$ cat src/rtl/lcsq_pkg.sv
// Purpose: Shared constants and types for the light curtain status qualifier
// Assumes: 250 MHz system clock, 1 ms timebase
// Notes: Millisecond figures are 13-bit counts, except the 8-bit demand delay dd_ms
package lcsq_pkg;

  typedef enum logic [1:0] {
    LCSQ_AUTO,
    LCSQ_PUI,
    LCSQ_MAN,
    LCSQ_MAN_OFF
  } lcsq_mode_t;

  typedef enum logic [1:0] {
    LCSQ_BOOT,
    LCSQ_RUN,
    LCSQ_RECONF
  } lcsq_state_t;

  typedef struct packed {
    lcsq_mode_t mode;
    logic multi_scan;
    logic dd_en;
    logic [7:0] dd_ms;
    logic [12:0] latch_ms;
    logic [12:0] on_ms;
    logic [12:0] off_ms;
    logic [7:0] laser_s;
    logic beam_code;
  } lcsq_cfg_t;

  // Timebase
  localparam int unsigned LCSQ_CLK_KHZ = 250000;
  localparam int unsigned LCSQ_TICK_MS = 1;
  localparam int unsigned LCSQ_MS_CYC = LCSQ_TICK_MS * LCSQ_CLK_KHZ;
  localparam int unsigned LCSQ_S_MS = 1000;

  // Restart qualification and reconfiguration hold, in ms
  localparam logic [12:0] LCSQ_RST_HOLD_MS = 13'h0014;
  localparam logic [12:0] LCSQ_RECONF_MS = 13'h0064;

  // Values after reset, and the saturation limit of ms counts
  localparam logic [7:0] LCSQ_DD_MS_RST = 8'h0a;
  localparam logic [12:0] LCSQ_LATCH_MS_RST = 13'h00fa;
  localparam logic [12:0] LCSQ_ON_MS_RST = 13'h01f4;
  localparam logic [12:0] LCSQ_OFF_MS_RST = 13'h00fa;
  localparam logic [7:0] LCSQ_LASER_S_RST = 8'hf0;
  localparam logic [12:0] LCSQ_MS_MAX = 13'h1fff;

  localparam lcsq_cfg_t LCSQ_CFG_RST = '{
    mode: LCSQ_AUTO,
    multi_scan: 1'b0,
    dd_en: 1'b0,
    dd_ms: LCSQ_DD_MS_RST,
    latch_ms: LCSQ_LATCH_MS_RST,
    on_ms: LCSQ_ON_MS_RST,
    off_ms: LCSQ_OFF_MS_RST,
    laser_s: LCSQ_LASER_S_RST,
    beam_code: 1'b0
  };

endpackage : lcsq_pkg

$ cat src/rtl/lcsq_tick.sv
// Purpose: Millisecond and second strobes from the system clock
// Assumes: MS_CYC of at least 2
// Notes: Each strobe is one cycle wide
`timescale 1ns/1ps
`default_nettype none
module lcsq_tick #(
  parameter int unsigned MS_CYC = lcsq_pkg::LCSQ_MS_CYC,
  parameter int unsigned MS_PER_S = lcsq_pkg::LCSQ_S_MS
) (
  input wire logic i_clk_sys,
  input wire logic i_nrst,
  output logic o_ms_tick,
  output logic o_s_tick
);
  localparam int unsigned CW = $clog2(MS_CYC);
  localparam int unsigned SW = $clog2(MS_PER_S);
  logic [CW-1:0] cyc_r;
  logic [SW-1:0] ms_r;

  // Cycle divider
  always_ff @(posedge i_clk_sys)
  begin
    if (!i_nrst)
    begin
      cyc_r <= '0;
      o_ms_tick <= 1'b0;
    end
    else
    begin
      o_ms_tick <= (cyc_r == CW'(MS_CYC - 1));
      cyc_r <= (cyc_r == CW'(MS_CYC - 1)) ? '0 : cyc_r + 1'b1;
    end
  end

  // Millisecond divider
  always_ff @(posedge i_clk_sys)
  begin
    if (!i_nrst)
    begin
      ms_r <= '0;
      o_s_tick <= 1'b0;
    end
    else
    begin
      o_s_tick <= o_ms_tick && (ms_r == SW'(MS_PER_S - 1));
      if (o_ms_tick)
      begin
        ms_r <= (ms_r == SW'(MS_PER_S - 1)) ? '0 : ms_r + 1'b1;
      end
    end
  end
endmodule : lcsq_tick
`default_nettype wire

$ cat src/rtl/lcsq_top.sv
// Purpose: Qualifies the protective field status of a light curtain
// Assumes: Field, alignment and switch arrive from pins; restart is local
// Notes: One scan per millisecond tick
`timescale 1ns/1ps
`default_nettype none
// Behaviour
// - Automatic start raises status once beams aligned and field clear.
// - Power-up interlock needs one restart, then behaves automatically.
// - Manual start needs a restart after power-up and every clearing.
// - Manual with off: each further restart toggles status.
// - Restart acts on its falling edge after a minimum high time.
// - Multiple scan confirms an obstruction with one more scan.
// - Demand delay ignores obstructions for 0 to 255 ms, default 10.
// - Status stays low at least the demand latch time.
// - Field must stay clear the chatter-on time before status rises.
// - Three interruptions within chatter-off window lock status low.
// - Receiver laser stays lit for its on-time, then switches off.
// - Alignment blocks receiver laser switch-on; transmitter always toggles.
// - Beam coding option drives the beam coding enable.
// - Applying a configuration drops connection and leaves running state.
module lcsq_top #(
  parameter int unsigned MS_CYC = lcsq_pkg::LCSQ_MS_CYC
) (
  input wire logic i_clk_sys,
  input wire logic i_nrst,
  input wire logic i_field_clear,
  input wire logic i_aligned,
  input wire logic i_opt_switch,
  input wire logic i_restart,
  input wire logic i_cfg_apply,
  input wire lcsq_pkg::lcsq_cfg_t i_cfg,
  output logic o_status,
  output logic o_conn_up,
  output logic o_rx_laser,
  output logic o_tx_laser,
  output logic o_beam_code
);
  function automatic logic [12:0] sat_inc(input logic [12:0] v);
    sat_inc = (v == lcsq_pkg::LCSQ_MS_MAX) ? v : v + 13'h0001;
  endfunction : sat_inc

  logic ms_tick;
  logic s_tick;
  logic [2:0] pin_m_r;
  logic [2:0] pin_s_r;
  logic sw_q_r;
  lcsq_pkg::lcsq_cfg_t cfg_r;
  lcsq_pkg::lcsq_state_t st_r;
  lcsq_pkg::lcsq_state_t st_nxt;
  logic [12:0] st_cnt_r;
  logic hit_prev_r;
  logic conf_r;
  logic [7:0] dd_cnt_r;
  logic [12:0] clr_cnt_r;
  logic [12:0] lat_cnt_r;
  logic trip_q_r;
  logic [12:0] age1_r;
  logic [12:0] age2_r;
  logic v1_r;
  logic v2_r;
  logic chat_r;
  logic rst_d_r;
  logic [12:0] rst_hi_r;
  logic pu_done_r;
  logic status_nxt;
  logic [7:0] las_cnt_r;
  logic fld_s;
  logic al_s;
  logic sw_s;
  logic run;
  logic obstruct;
  logic trip;
  logic clear_ok;
  logic latch_ok;
  logic ready;
  logic intr;
  logic three;
  logic rst_ev;
  logic sw_ev;

  lcsq_tick #(
    .MS_CYC(MS_CYC),
    .MS_PER_S(lcsq_pkg::LCSQ_S_MS)
  ) u_tick (
    .i_clk_sys(i_clk_sys),
    .i_nrst(i_nrst),
    .o_ms_tick(ms_tick),
    .o_s_tick(s_tick)
  );

  // Pin synchronisers
  always_ff @(posedge i_clk_sys)
  begin
    if (!i_nrst)
    begin
      pin_m_r <= 3'h0;
      pin_s_r <= 3'h0;
      sw_q_r <= 1'b0;
    end
    else
    begin
      pin_m_r <= {i_opt_switch, i_aligned, i_field_clear};
      pin_s_r <= pin_m_r;
      sw_q_r <= pin_s_r[2];
    end
  end

  assign fld_s = pin_s_r[0];
  assign al_s = pin_s_r[1];
  assign sw_s = pin_s_r[2];
  assign run = (st_r == lcsq_pkg::LCSQ_RUN);
  assign obstruct = !fld_s;
  assign trip = conf_r && (!cfg_r.dd_en || dd_cnt_r >= cfg_r.dd_ms);
  assign clear_ok = (clr_cnt_r >= cfg_r.on_ms);
  assign latch_ok = (lat_cnt_r >= cfg_r.latch_ms);
  assign ready = run && al_s && !trip && clear_ok && latch_ok && !chat_r;
  assign intr = trip && !trip_q_r;
  assign three = intr && v2_r && (age2_r <= cfg_r.off_ms);
  assign rst_ev = rst_d_r && !i_restart &&
                  (rst_hi_r >= lcsq_pkg::LCSQ_RST_HOLD_MS);
  assign sw_ev = sw_s && !sw_q_r;

  // Operating state and configuration take-over
  always_comb
  begin
    st_nxt = st_r;
    unique case (st_r)
      lcsq_pkg::LCSQ_BOOT: st_nxt = lcsq_pkg::LCSQ_RUN;
      lcsq_pkg::LCSQ_RUN:
        if (i_cfg_apply)
          st_nxt = lcsq_pkg::LCSQ_RECONF;
      lcsq_pkg::LCSQ_RECONF:
        if (!i_cfg_apply && st_cnt_r >= lcsq_pkg::LCSQ_RECONF_MS)
          st_nxt = lcsq_pkg::LCSQ_RUN;
      default: st_nxt = lcsq_pkg::LCSQ_BOOT;
    endcase
  end

  always_ff @(posedge i_clk_sys)
  begin
    if (!i_nrst)
    begin
      st_r <= lcsq_pkg::LCSQ_BOOT;
      st_cnt_r <= 13'h0000;
      o_conn_up <= 1'b0;
      cfg_r <= lcsq_pkg::LCSQ_CFG_RST;
    end
    else
    begin
      st_r <= st_nxt;
      o_conn_up <= (st_nxt == lcsq_pkg::LCSQ_RUN);
      if (i_cfg_apply)
        cfg_r <= i_cfg;
      if (st_nxt != lcsq_pkg::LCSQ_RECONF || i_cfg_apply)
        st_cnt_r <= 13'h0000;
      else if (ms_tick)
        st_cnt_r <= sat_inc(st_cnt_r);
    end
  end

  // Scan confirmation and demand delay
  always_ff @(posedge i_clk_sys)
  begin
    if (!i_nrst || !run)
    begin
      hit_prev_r <= 1'b0;
      conf_r <= 1'b0;
      dd_cnt_r <= 8'h00;
    end
    else
    begin
      if (ms_tick)
      begin
        hit_prev_r <= obstruct;
        conf_r <= obstruct && (!cfg_r.multi_scan || hit_prev_r);
      end
      if (!conf_r)
        dd_cnt_r <= 8'h00;
      else if (ms_tick && dd_cnt_r != 8'hff)
        dd_cnt_r <= dd_cnt_r + 8'h01;
    end
  end

  // Clear time and latch time
  always_ff @(posedge i_clk_sys)
  begin
    if (!i_nrst || !run)
    begin
      clr_cnt_r <= 13'h0000;
      lat_cnt_r <= 13'h0000;
    end
    else
    begin
      if (obstruct)
        clr_cnt_r <= 13'h0000;
      else if (ms_tick)
        clr_cnt_r <= sat_inc(clr_cnt_r);
      if (o_status)
        lat_cnt_r <= 13'h0000;
      else if (ms_tick)
        lat_cnt_r <= sat_inc(lat_cnt_r);
    end
  end

  // Interruption history over the sliding window
  always_ff @(posedge i_clk_sys)
  begin
    if (!i_nrst || !run)
    begin
      trip_q_r <= 1'b0;
      age1_r <= 13'h0000;
      age2_r <= 13'h0000;
      v1_r <= 1'b0;
      v2_r <= 1'b0;
      chat_r <= 1'b0;
    end
    else
    begin
      trip_q_r <= trip;
      if (intr)
      begin
        age2_r <= age1_r;
        v2_r <= v1_r;
        age1_r <= 13'h0000;
        v1_r <= 1'b1;
      end
      else if (ms_tick)
      begin
        age1_r <= sat_inc(age1_r);
        age2_r <= sat_inc(age2_r);
      end
      if (three)
        chat_r <= 1'b1;
      else if (clear_ok)
        chat_r <= 1'b0;
    end
  end

  // Restart request qualification
  always_ff @(posedge i_clk_sys)
  begin
    if (!i_nrst)
    begin
      rst_d_r <= 1'b0;
      rst_hi_r <= 13'h0000;
    end
    else
    begin
      rst_d_r <= i_restart;
      if (!i_restart)
        rst_hi_r <= 13'h0000;
      else if (ms_tick)
        rst_hi_r <= sat_inc(rst_hi_r);
    end
  end

  // Start modes
  always_comb
  begin
    status_nxt = o_status;
    if (!run || trip || !al_s)
      status_nxt = 1'b0;
    else if (!o_status && ready)
    begin
      unique case (cfg_r.mode)
        lcsq_pkg::LCSQ_AUTO: status_nxt = 1'b1;
        lcsq_pkg::LCSQ_PUI: status_nxt = pu_done_r || rst_ev;
        lcsq_pkg::LCSQ_MAN: status_nxt = rst_ev;
        lcsq_pkg::LCSQ_MAN_OFF: status_nxt = rst_ev;
      endcase
    end
    else if (o_status && cfg_r.mode == lcsq_pkg::LCSQ_MAN_OFF && rst_ev)
      status_nxt = 1'b0;
  end

  always_ff @(posedge i_clk_sys)
  begin
    if (!i_nrst)
    begin
      o_status <= 1'b0;
      pu_done_r <= 1'b0;
      o_beam_code <= 1'b0;
    end
    else
    begin
      o_status <= status_nxt;
      o_beam_code <= cfg_r.beam_code;
      if (status_nxt && !o_status)
        pu_done_r <= 1'b1;
    end
  end

  // Alignment lasers
  always_ff @(posedge i_clk_sys)
  begin
    if (!i_nrst)
    begin
      o_rx_laser <= 1'b0;
      o_tx_laser <= 1'b0;
      las_cnt_r <= 8'h00;
    end
    else
    begin
      if (sw_ev)
        o_tx_laser <= !o_tx_laser;
      if (sw_ev && o_rx_laser)
        o_rx_laser <= 1'b0;
      else if (sw_ev && !al_s)
      begin
        o_rx_laser <= 1'b1;
        las_cnt_r <= 8'h00;
      end
      else if (o_rx_laser && las_cnt_r >= cfg_r.laser_s)
        o_rx_laser <= 1'b0;
      else if (o_rx_laser && s_tick)
        las_cnt_r <= las_cnt_r + 8'h01;
    end
  end
endmodule : lcsq_top
`default_nettype wire

$ cat config.mk
export PLATFORM = sky130hd
export DESIGN_NAME = lcsq_top
export DESIGN_NICKNAME = d
export VERILOG_FILES = /design/src/rtl/lcsq_pkg.sv /design/src/rtl/lcsq_tick.sv /design/src/rtl/lcsq_top.sv
export SDC_FILE = /design/constraint.sdc
export NUM_CORES = 1
export LEC_CHECK = 0
export BUFFER_PORTS_ARGS = -buffer_cell sky130_fd_sc_hd__buf_2
export CAP_MARGIN = 20
export CORE_ASPECT_RATIO = 1.75
export CORE_MARGIN = 4
export CORE_UTILIZATION = 39
export DETAILED_ROUTE_END_ITERATION = 10
export PLACE_DENSITY = 0.54
export SETUP_SLACK_MARGIN = 0.15
export SLEW_MARGIN = 20
export SYNTH_ARGS = -nofsm -noshare
export SYNTH_HDL_FRONTEND = slang
export SYNTH_HIERARCHICAL = 1
export SYNTH_SLANG_ARGS = --single-unit
export TNS_END_PERCENT = 5
$ cat constraint.sdc
create_clock -name i_clk_sys -period 4.8 [get_ports i_clk_sys]
set_clock_uncertainty 0.05 [all_clocks]
set_input_delay 1.2 -clock i_clk_sys [delete_from_list [all_inputs] [get_ports i_clk_sys]]
set_output_delay 1.2 -clock i_clk_sys [all_outputs]
set_load 0.01 [all_outputs]
# Word-level counts from Yosys, hierarchy flattened
# Index checks and enable logic that the tools add are counted.
[classes]
add_sub_neg = 10
multipliers = 0
div = 0
n_lt_le_gt_ge = 7
n_eq_ne = 18
n_shift = 0
muxes = 18
bitwise = 9
reduce_logical = 67
[op_table]
columns = ["op", "count"]
rows = [
  ["adder 13 x 1 -> 13 bit (second input constant)", 6],
  ["== test 13 bit (second input constant)", 6],
  ["two-way mux 13 bit", 3],
  [">= comparator 13 bit", 2],
  ["logical AND 1 bit", 24],
  ["two-way mux 8 bit", 3],
  ["adder 18 x 1 -> 18 bit (second input constant)", 1],
  ["== test 18 bit (second input constant)", 1],
  ["adder 8 x 1 -> 8 bit (second input constant)", 2],
  [">= comparator 8 bit", 2],
  ["OR reduction 2 bit", 8],
  ["logical NOT 1 bit", 14],
  ["AND reduction 2 bit", 7],
  [">= comparator 13 x 5 -> 1 bit (second input constant)", 1],
  [">= comparator 13 x 7 -> 1 bit (second input constant)", 1],
  ["less-or-equal comparator 13 bit", 1],
  ["adder 10 x 1 -> 10 bit (second input constant)", 1],
  ["== test 10 bit (second input constant)", 1],
  ["two-way mux 10 bit", 1],
  ["NOT 1 bit", 9],
  ["!= test 8 bit (second input constant)", 1],
  ["nonzero test 2 bit", 4],
  ["logical OR 1 bit", 7],
  ["two-way mux 1 bit", 7],
  ["other kinds (8)", 16],
]
[word_totals]
register_bits = 206
latch_bits = 0
ram_bits = 0
mem_bits_ro = 0
in_bits = 67
out_inout_bits = 5
elab_cells = 167
memories = 0

# Depth between registers and ports, before layout
[depth]
ltp_word = 12
ltp_mapped = 10
depth_no_buf = 8

# Modules after synthesis
# Netlist, hierarchy kept.
[by_module_without_submodules]
columns = ["module", "instances", "cells_each", "area_each_um2", "seq_area_each_um2"]
rows = [
  ["lcsq_top", 1, 979, 8649.5, 3523.4],
  ["lcsq_tick", 1, 149, 1366.3, 600.6],
]

# Worst setup path after synthesis
# Ideal clock, no wire load.
[synth_timing]
path_type = "in2reg"
from = "input port i_cfg_apply"
to = "register cfg_r[10] in the netlist's numbering"
setup_time_ns = 0.138
arrival_time_ns = 2.188
required_time_ns = 4.612
setup_slack_ns = 2.424
stages = 4
n_path_buf = 3
path_cell_list = "clkbuf_1 > buf_1 > clkbuf_1 > o211ai_1"
[synth_lines]
columns = ["element", "line", "rtl"]
rows = [
  ["start: declaration", "lcsq_top.sv:30", "input wire logic i_cfg_apply,"],
  ["end signal: assignment", "lcsq_top.sv:146", "cfg_r <= lcsq_pkg::LCSQ_CFG_RST;"],
  ["end signal: assignment", "lcsq_top.sv:153", "cfg_r <= i_cfg;"],
  ["end: declaration", "lcsq_top.sv:47", "lcsq_pkg::lcsq_cfg_t cfg_r;"],
]
# No word-level cell between the ends.

# Worst setup path in the final report
[layout_timing]
from = "register cfg_r[50] in the netlist's numbering"
to = "register age1_r[2]"
[layout_via]
elab_chain_len = 5
[layout_rtl]
columns = ["element", "line", "rtl"]
rows = [
  [">= comparator 8 bit", "lcsq_top.sv:113", "assign trip = conf_r && (!cfg_r.dd_en || dd_cnt_r >= cfg_r.dd_ms);"],
  ["logical OR 1 bit", "lcsq_top.sv:113", ""],
  ["logical AND 1 bit", "lcsq_top.sv:113", ""],
  ["logical AND 1 bit", "lcsq_top.sv:117", "assign intr = trip && !trip_q_r;"],
  ["OR reduction 2 bit (no line)", "n/a", ""],
  ["end signal: assignment", "lcsq_top.sv:229", "age1_r <= sat_inc(age1_r);"],
  ["end: declaration", "lcsq_top.sv:57", "logic [12:0] age1_r;"],
]
# No other way between the ends.
# A chain may end at the register's enable or synchronous reset.

==> impl_metrics.env <==
export IMPL_status="completed"
export IMPL_dp_hpwl_um=16080
export IMPL_worstPathCellList="inv_1 -> ha_1 -> or4_4 -> a21oi_2 -> nand4b_1 -> a21o_1 -> nand2_2 -> nor3_1"
export IMPL_p_leak_nw=4.526
export IMPL_grt_overflow_total=0
export IMPL_max_slew_margin_pct=33.15
export IMPL_n_antenna_cell=0
export IMPL_tns_ns=0
export IMPL_critPathSlowestCell="a21o_1"
export IMPL_crit_path_end_kind="flop"
export IMPL_gr_usage_all_layers_pct=15.53
export IMPL_slew_violations=0
export IMPL_start_util_pct=39.53
export IMPL_synth_compound_area_share_pct=10.67
export IMPL_synth_mux_area_fraction_pct=5.334
export IMPL_row_count=77
export IMPL_critPathMaxStageDelay_ns=0.75
export IMPL_synth_edf_count=0
export IMPL_period_needed_ns=2.933
export IMPL_path_depth=8
export IMPL_grt_pass1_wl_um=36540
export IMPL_hp_class="flop to flop"
export IMPL_antenna_found_initial=1
export IMPL_seq_area_frac_synth_pct=41.17
export IMPL_cts_setup_buffers=0
export IMPL_wl_per_cell_um=14.17
export IMPL_fin_nets=1329
export IMPL_cts_tree="done"
export IMPL_yosys_warnings=6
export IMPL_finalSetupViolCount=0
export IMPL_grt_pass1_vias=7637
export IMPL_top_layer="met5"
export IMPL_avgViaCountPerCell=5.045
export IMPL_dieArea_um2=28410
export IMPL_area_growth_pct=12.99
export IMPL_postCtsHoldBufs=0
export IMPL_gp_congestion=0.8062
export IMPL_cp_data_required_time_ns=5.17
export IMPL_clock_fmax_mhz=341.0
export IMPL_dieHeight_um=220.0
export IMPL_synth_cell_types=66
export IMPL_peakVddDrop_uv=209.4
export IMPL_root_buffer="clkbuf_16"
export IMPL_hold_start="pin_m_r[2]"
export IMPL_yosysTopAreaCell="dfxtp_1"
export IMPL_async_flop_share_pct=0
export IMPL_cp_max_fo=26
export IMPL_min_to="pin_s_r[2]"
export IMPL_port_buffers=71
export IMPL_core_area_um2=25340
export IMPL_synthFlopType="dfxtp_1"
export IMPL_crit_arrival_ns=3.30
export IMPL_r2r_start="cfg_r[50]"
export IMPL_synth_top_family_by_area="simple AND/OR/NAND/NOR gates"
export IMPL_ant_nets=0
export IMPL_synth_top_area_share_pct=41.17
export IMPL_drv_cap=0
export IMPL_synth_area_leaders="dfxtp_1 41%, ha_1 8.4%, mux2i_1 5.0%"
export IMPL_wl_met2_um=11560
export IMPL_cts_sinks=206
export IMPL_min_path_cells=1
export IMPL_die_width_um=129.1
export IMPL_met1_length_um=8748
export IMPL_syn_inst=1128
export IMPL_clk_latency_ns=0.50
export IMPL_dr_first_iter_drc_count=347
export IMPL_critical_path_class="flop to flop"
export IMPL_clkSlewWorstSetupHoldPaths_ns=0.06
export IMPL_numCtsBuffers=22
export IMPL_drcViolationCount=0
export IMPL_routed_wl_um=21630
export IMPL_rsz0062_at_grt="false"
export IMPL_netlist_area_um2=10020
export IMPL_synth_xor_area_share_pct=7.258
export IMPL_p_per_area_nw_per_um2=316.6
export IMPL_final_common_cell="dfxtp_1"
export IMPL_ios=72
export IMPL_crit_buf_inv=1
export IMPL_cts_max_path_buffers=3
export IMPL_worst_slew_pin_slew_ns=0.9994
export IMPL_wl_met3_um=803
export IMPL_routed_via_count=7699
export IMPL_worst_setup_path_start_kind="flop"
export IMPL_synth_seq_cells=206
export IMPL_syn_mean_instance_area_um2=8.879
export IMPL_r2r_slack_ns=1.87
export IMPL_layout_common_cells="206 x dfxtp_1, 132 x nor2_1, 92 x nand2_1, 84 x inv_1, 70 x buf_2"
export IMPL_yosys_area_share_simple_pct=22.24
export IMPL_grt_max_degree=59
export IMPL_drive_gt1_share_pct=11.07
export IMPL_total_power_w=0.003583
export IMPL_dr_pass1_iters=4
export IMPL_hold_viol_final=0
export IMPL_reg2reg_depth=8
export IMPL_worstReg2RegEnd="age1_r[2]"
export IMPL_cts_htree_levels=1
export IMPL_ctsResizeCount=0
export IMPL_crit_family="simple AND/OR/NAND/NOR gates"
export IMPL_min_period_over_period_pct=61.10
export IMPL_synthAdderAreaFrac_pct=8.370
export IMPL_crit_start="cfg_r[50]"
==> how the worst max path moves through the flow <==
stage,end,slack (ns)
detailed placement,lat_cnt_r[12],1.58
global placement,lat_cnt_r[12],1.62
CTS,age1_r[2],1.80
floorplan,cfg_r[10],2.42
finish,age1_r[2],1.87
global route,age1_r[2],1.59
==> layer usage <==
metal / vias up / global-route usage [%]
li1: 4006 / -
met1: 3569 / 16.71
met2: 89 / 30.07
met3: 33 / 2.571
met4: 2 / 5.011
met5: - / 0
==> per-stage QoR <==
| stage | worst slack, ns | hold WS, ns | area, um^2 | util (%) | std cells |
|---|---|---|---|---|---|
| global route | 1.594 | 0.4133 | 11320 | 44.66 | 1526 |
| detailed placement | 1.584 | 0.3698 | 10630 | 41.96 | 1487 |
| finish | 1.867 | 0.3855 | 11320 | 44.66 | 1526 |
| CTS | 1.798 | 0.3894 | 11320 | 44.66 | 1526 |
| floorplan | 2.424 | 0.3619 | 10030 | - | 1133 |
| global placement | 1.620 | 0.3663 | 10630 | 41.96 | 1487 |
==> layout make-up <==
class | count | area (um^2)
multi-input cells | 807 | 5418
flip-flops and latches | 206 | 4124
clock inverters | 5 | 27.53
clock buffers | 34 | 656.9
well taps | 316 | 395.4
repair buffers | 74 | 380.4
fillers | 2521 | 14020
inverters | 84 | 315.3
==> sequential cells by signal (all words and copies together) (netlist names), 2 cells and up <==
signal,count
lat_cnt_r,13
pin_s_r,3
st_cnt_r,13
age1_r,13
u_tick/ms_r,10
clr_cnt_r,13
las_cnt_r,8
u_tick/cyc_r,18
cfg_r,60
pin_m_r,3
st_r,2
dd_cnt_r,8
rst_hi_r,13
age2_r,13
==> cell families after synthesis <==
group                    after synthesis
adder cells (fa/ha/maj)               67
buffers and inverters                120
flip-flops                           206
AND/OR/NAND/NOR                      445
multiplexers                          53
other                                  1
XOR/XNOR                              83
AO/OA/AOI/OAI                        153
==> synthesized netlist by cell type (3+ instances only) <==
| master | instances |
|---|---|
| a21oi_1 | 41 |
| mux2i_1 | 50 |
| ha_1 | 67 |
| nand2_1 | 92 |
| o21ai_1 | 5 |
| nor2_1 | 132 |
| and4_1 | 14 |
| clkbuf_1 | 22 |
| buf_1 | 5 |
| or3_1 | 9 |
| a21o_1 | 3 |
| and3b_1 | 3 |
| o21a_1 | 5 |
| xnor2_1 | 47 |
| nand2b_1 | 4 |
| nand3_1 | 39 |
| inv_1 | 84 |
| nor3_1 | 27 |
| xor2_1 | 36 |
| dfxtp_1 | 206 |
| a211oi_1 | 5 |
| nand3b_1 | 3 |
| and3_1 | 6 |
| nor3b_1 | 3 |
| nor2b_1 | 45 |
| mux2_2 | 3 |
| buf_6 | 5 |
| o21ai_0 | 32 |
| o211ai_1 | 29 |
| nand4_1 | 28 |
| and2_1 | 17 |
| nor4_1 | 10 |
| a31oi_1 | 7 |
| buf_2 | 3 |
==> power breakdown <==
| group | internal (W) | switching (W) | leakage, nW |
|---|---|---|---|
| Clock | 0.000940 | 0.000678 | 0.336 |
| Combinational | 0.0000840 | 0.000109 | 2.51 |
| Sequential | 0.00175 | 0.0000198 | 1.68 |
Note: power is estimated with default switching activity, not from simulation.
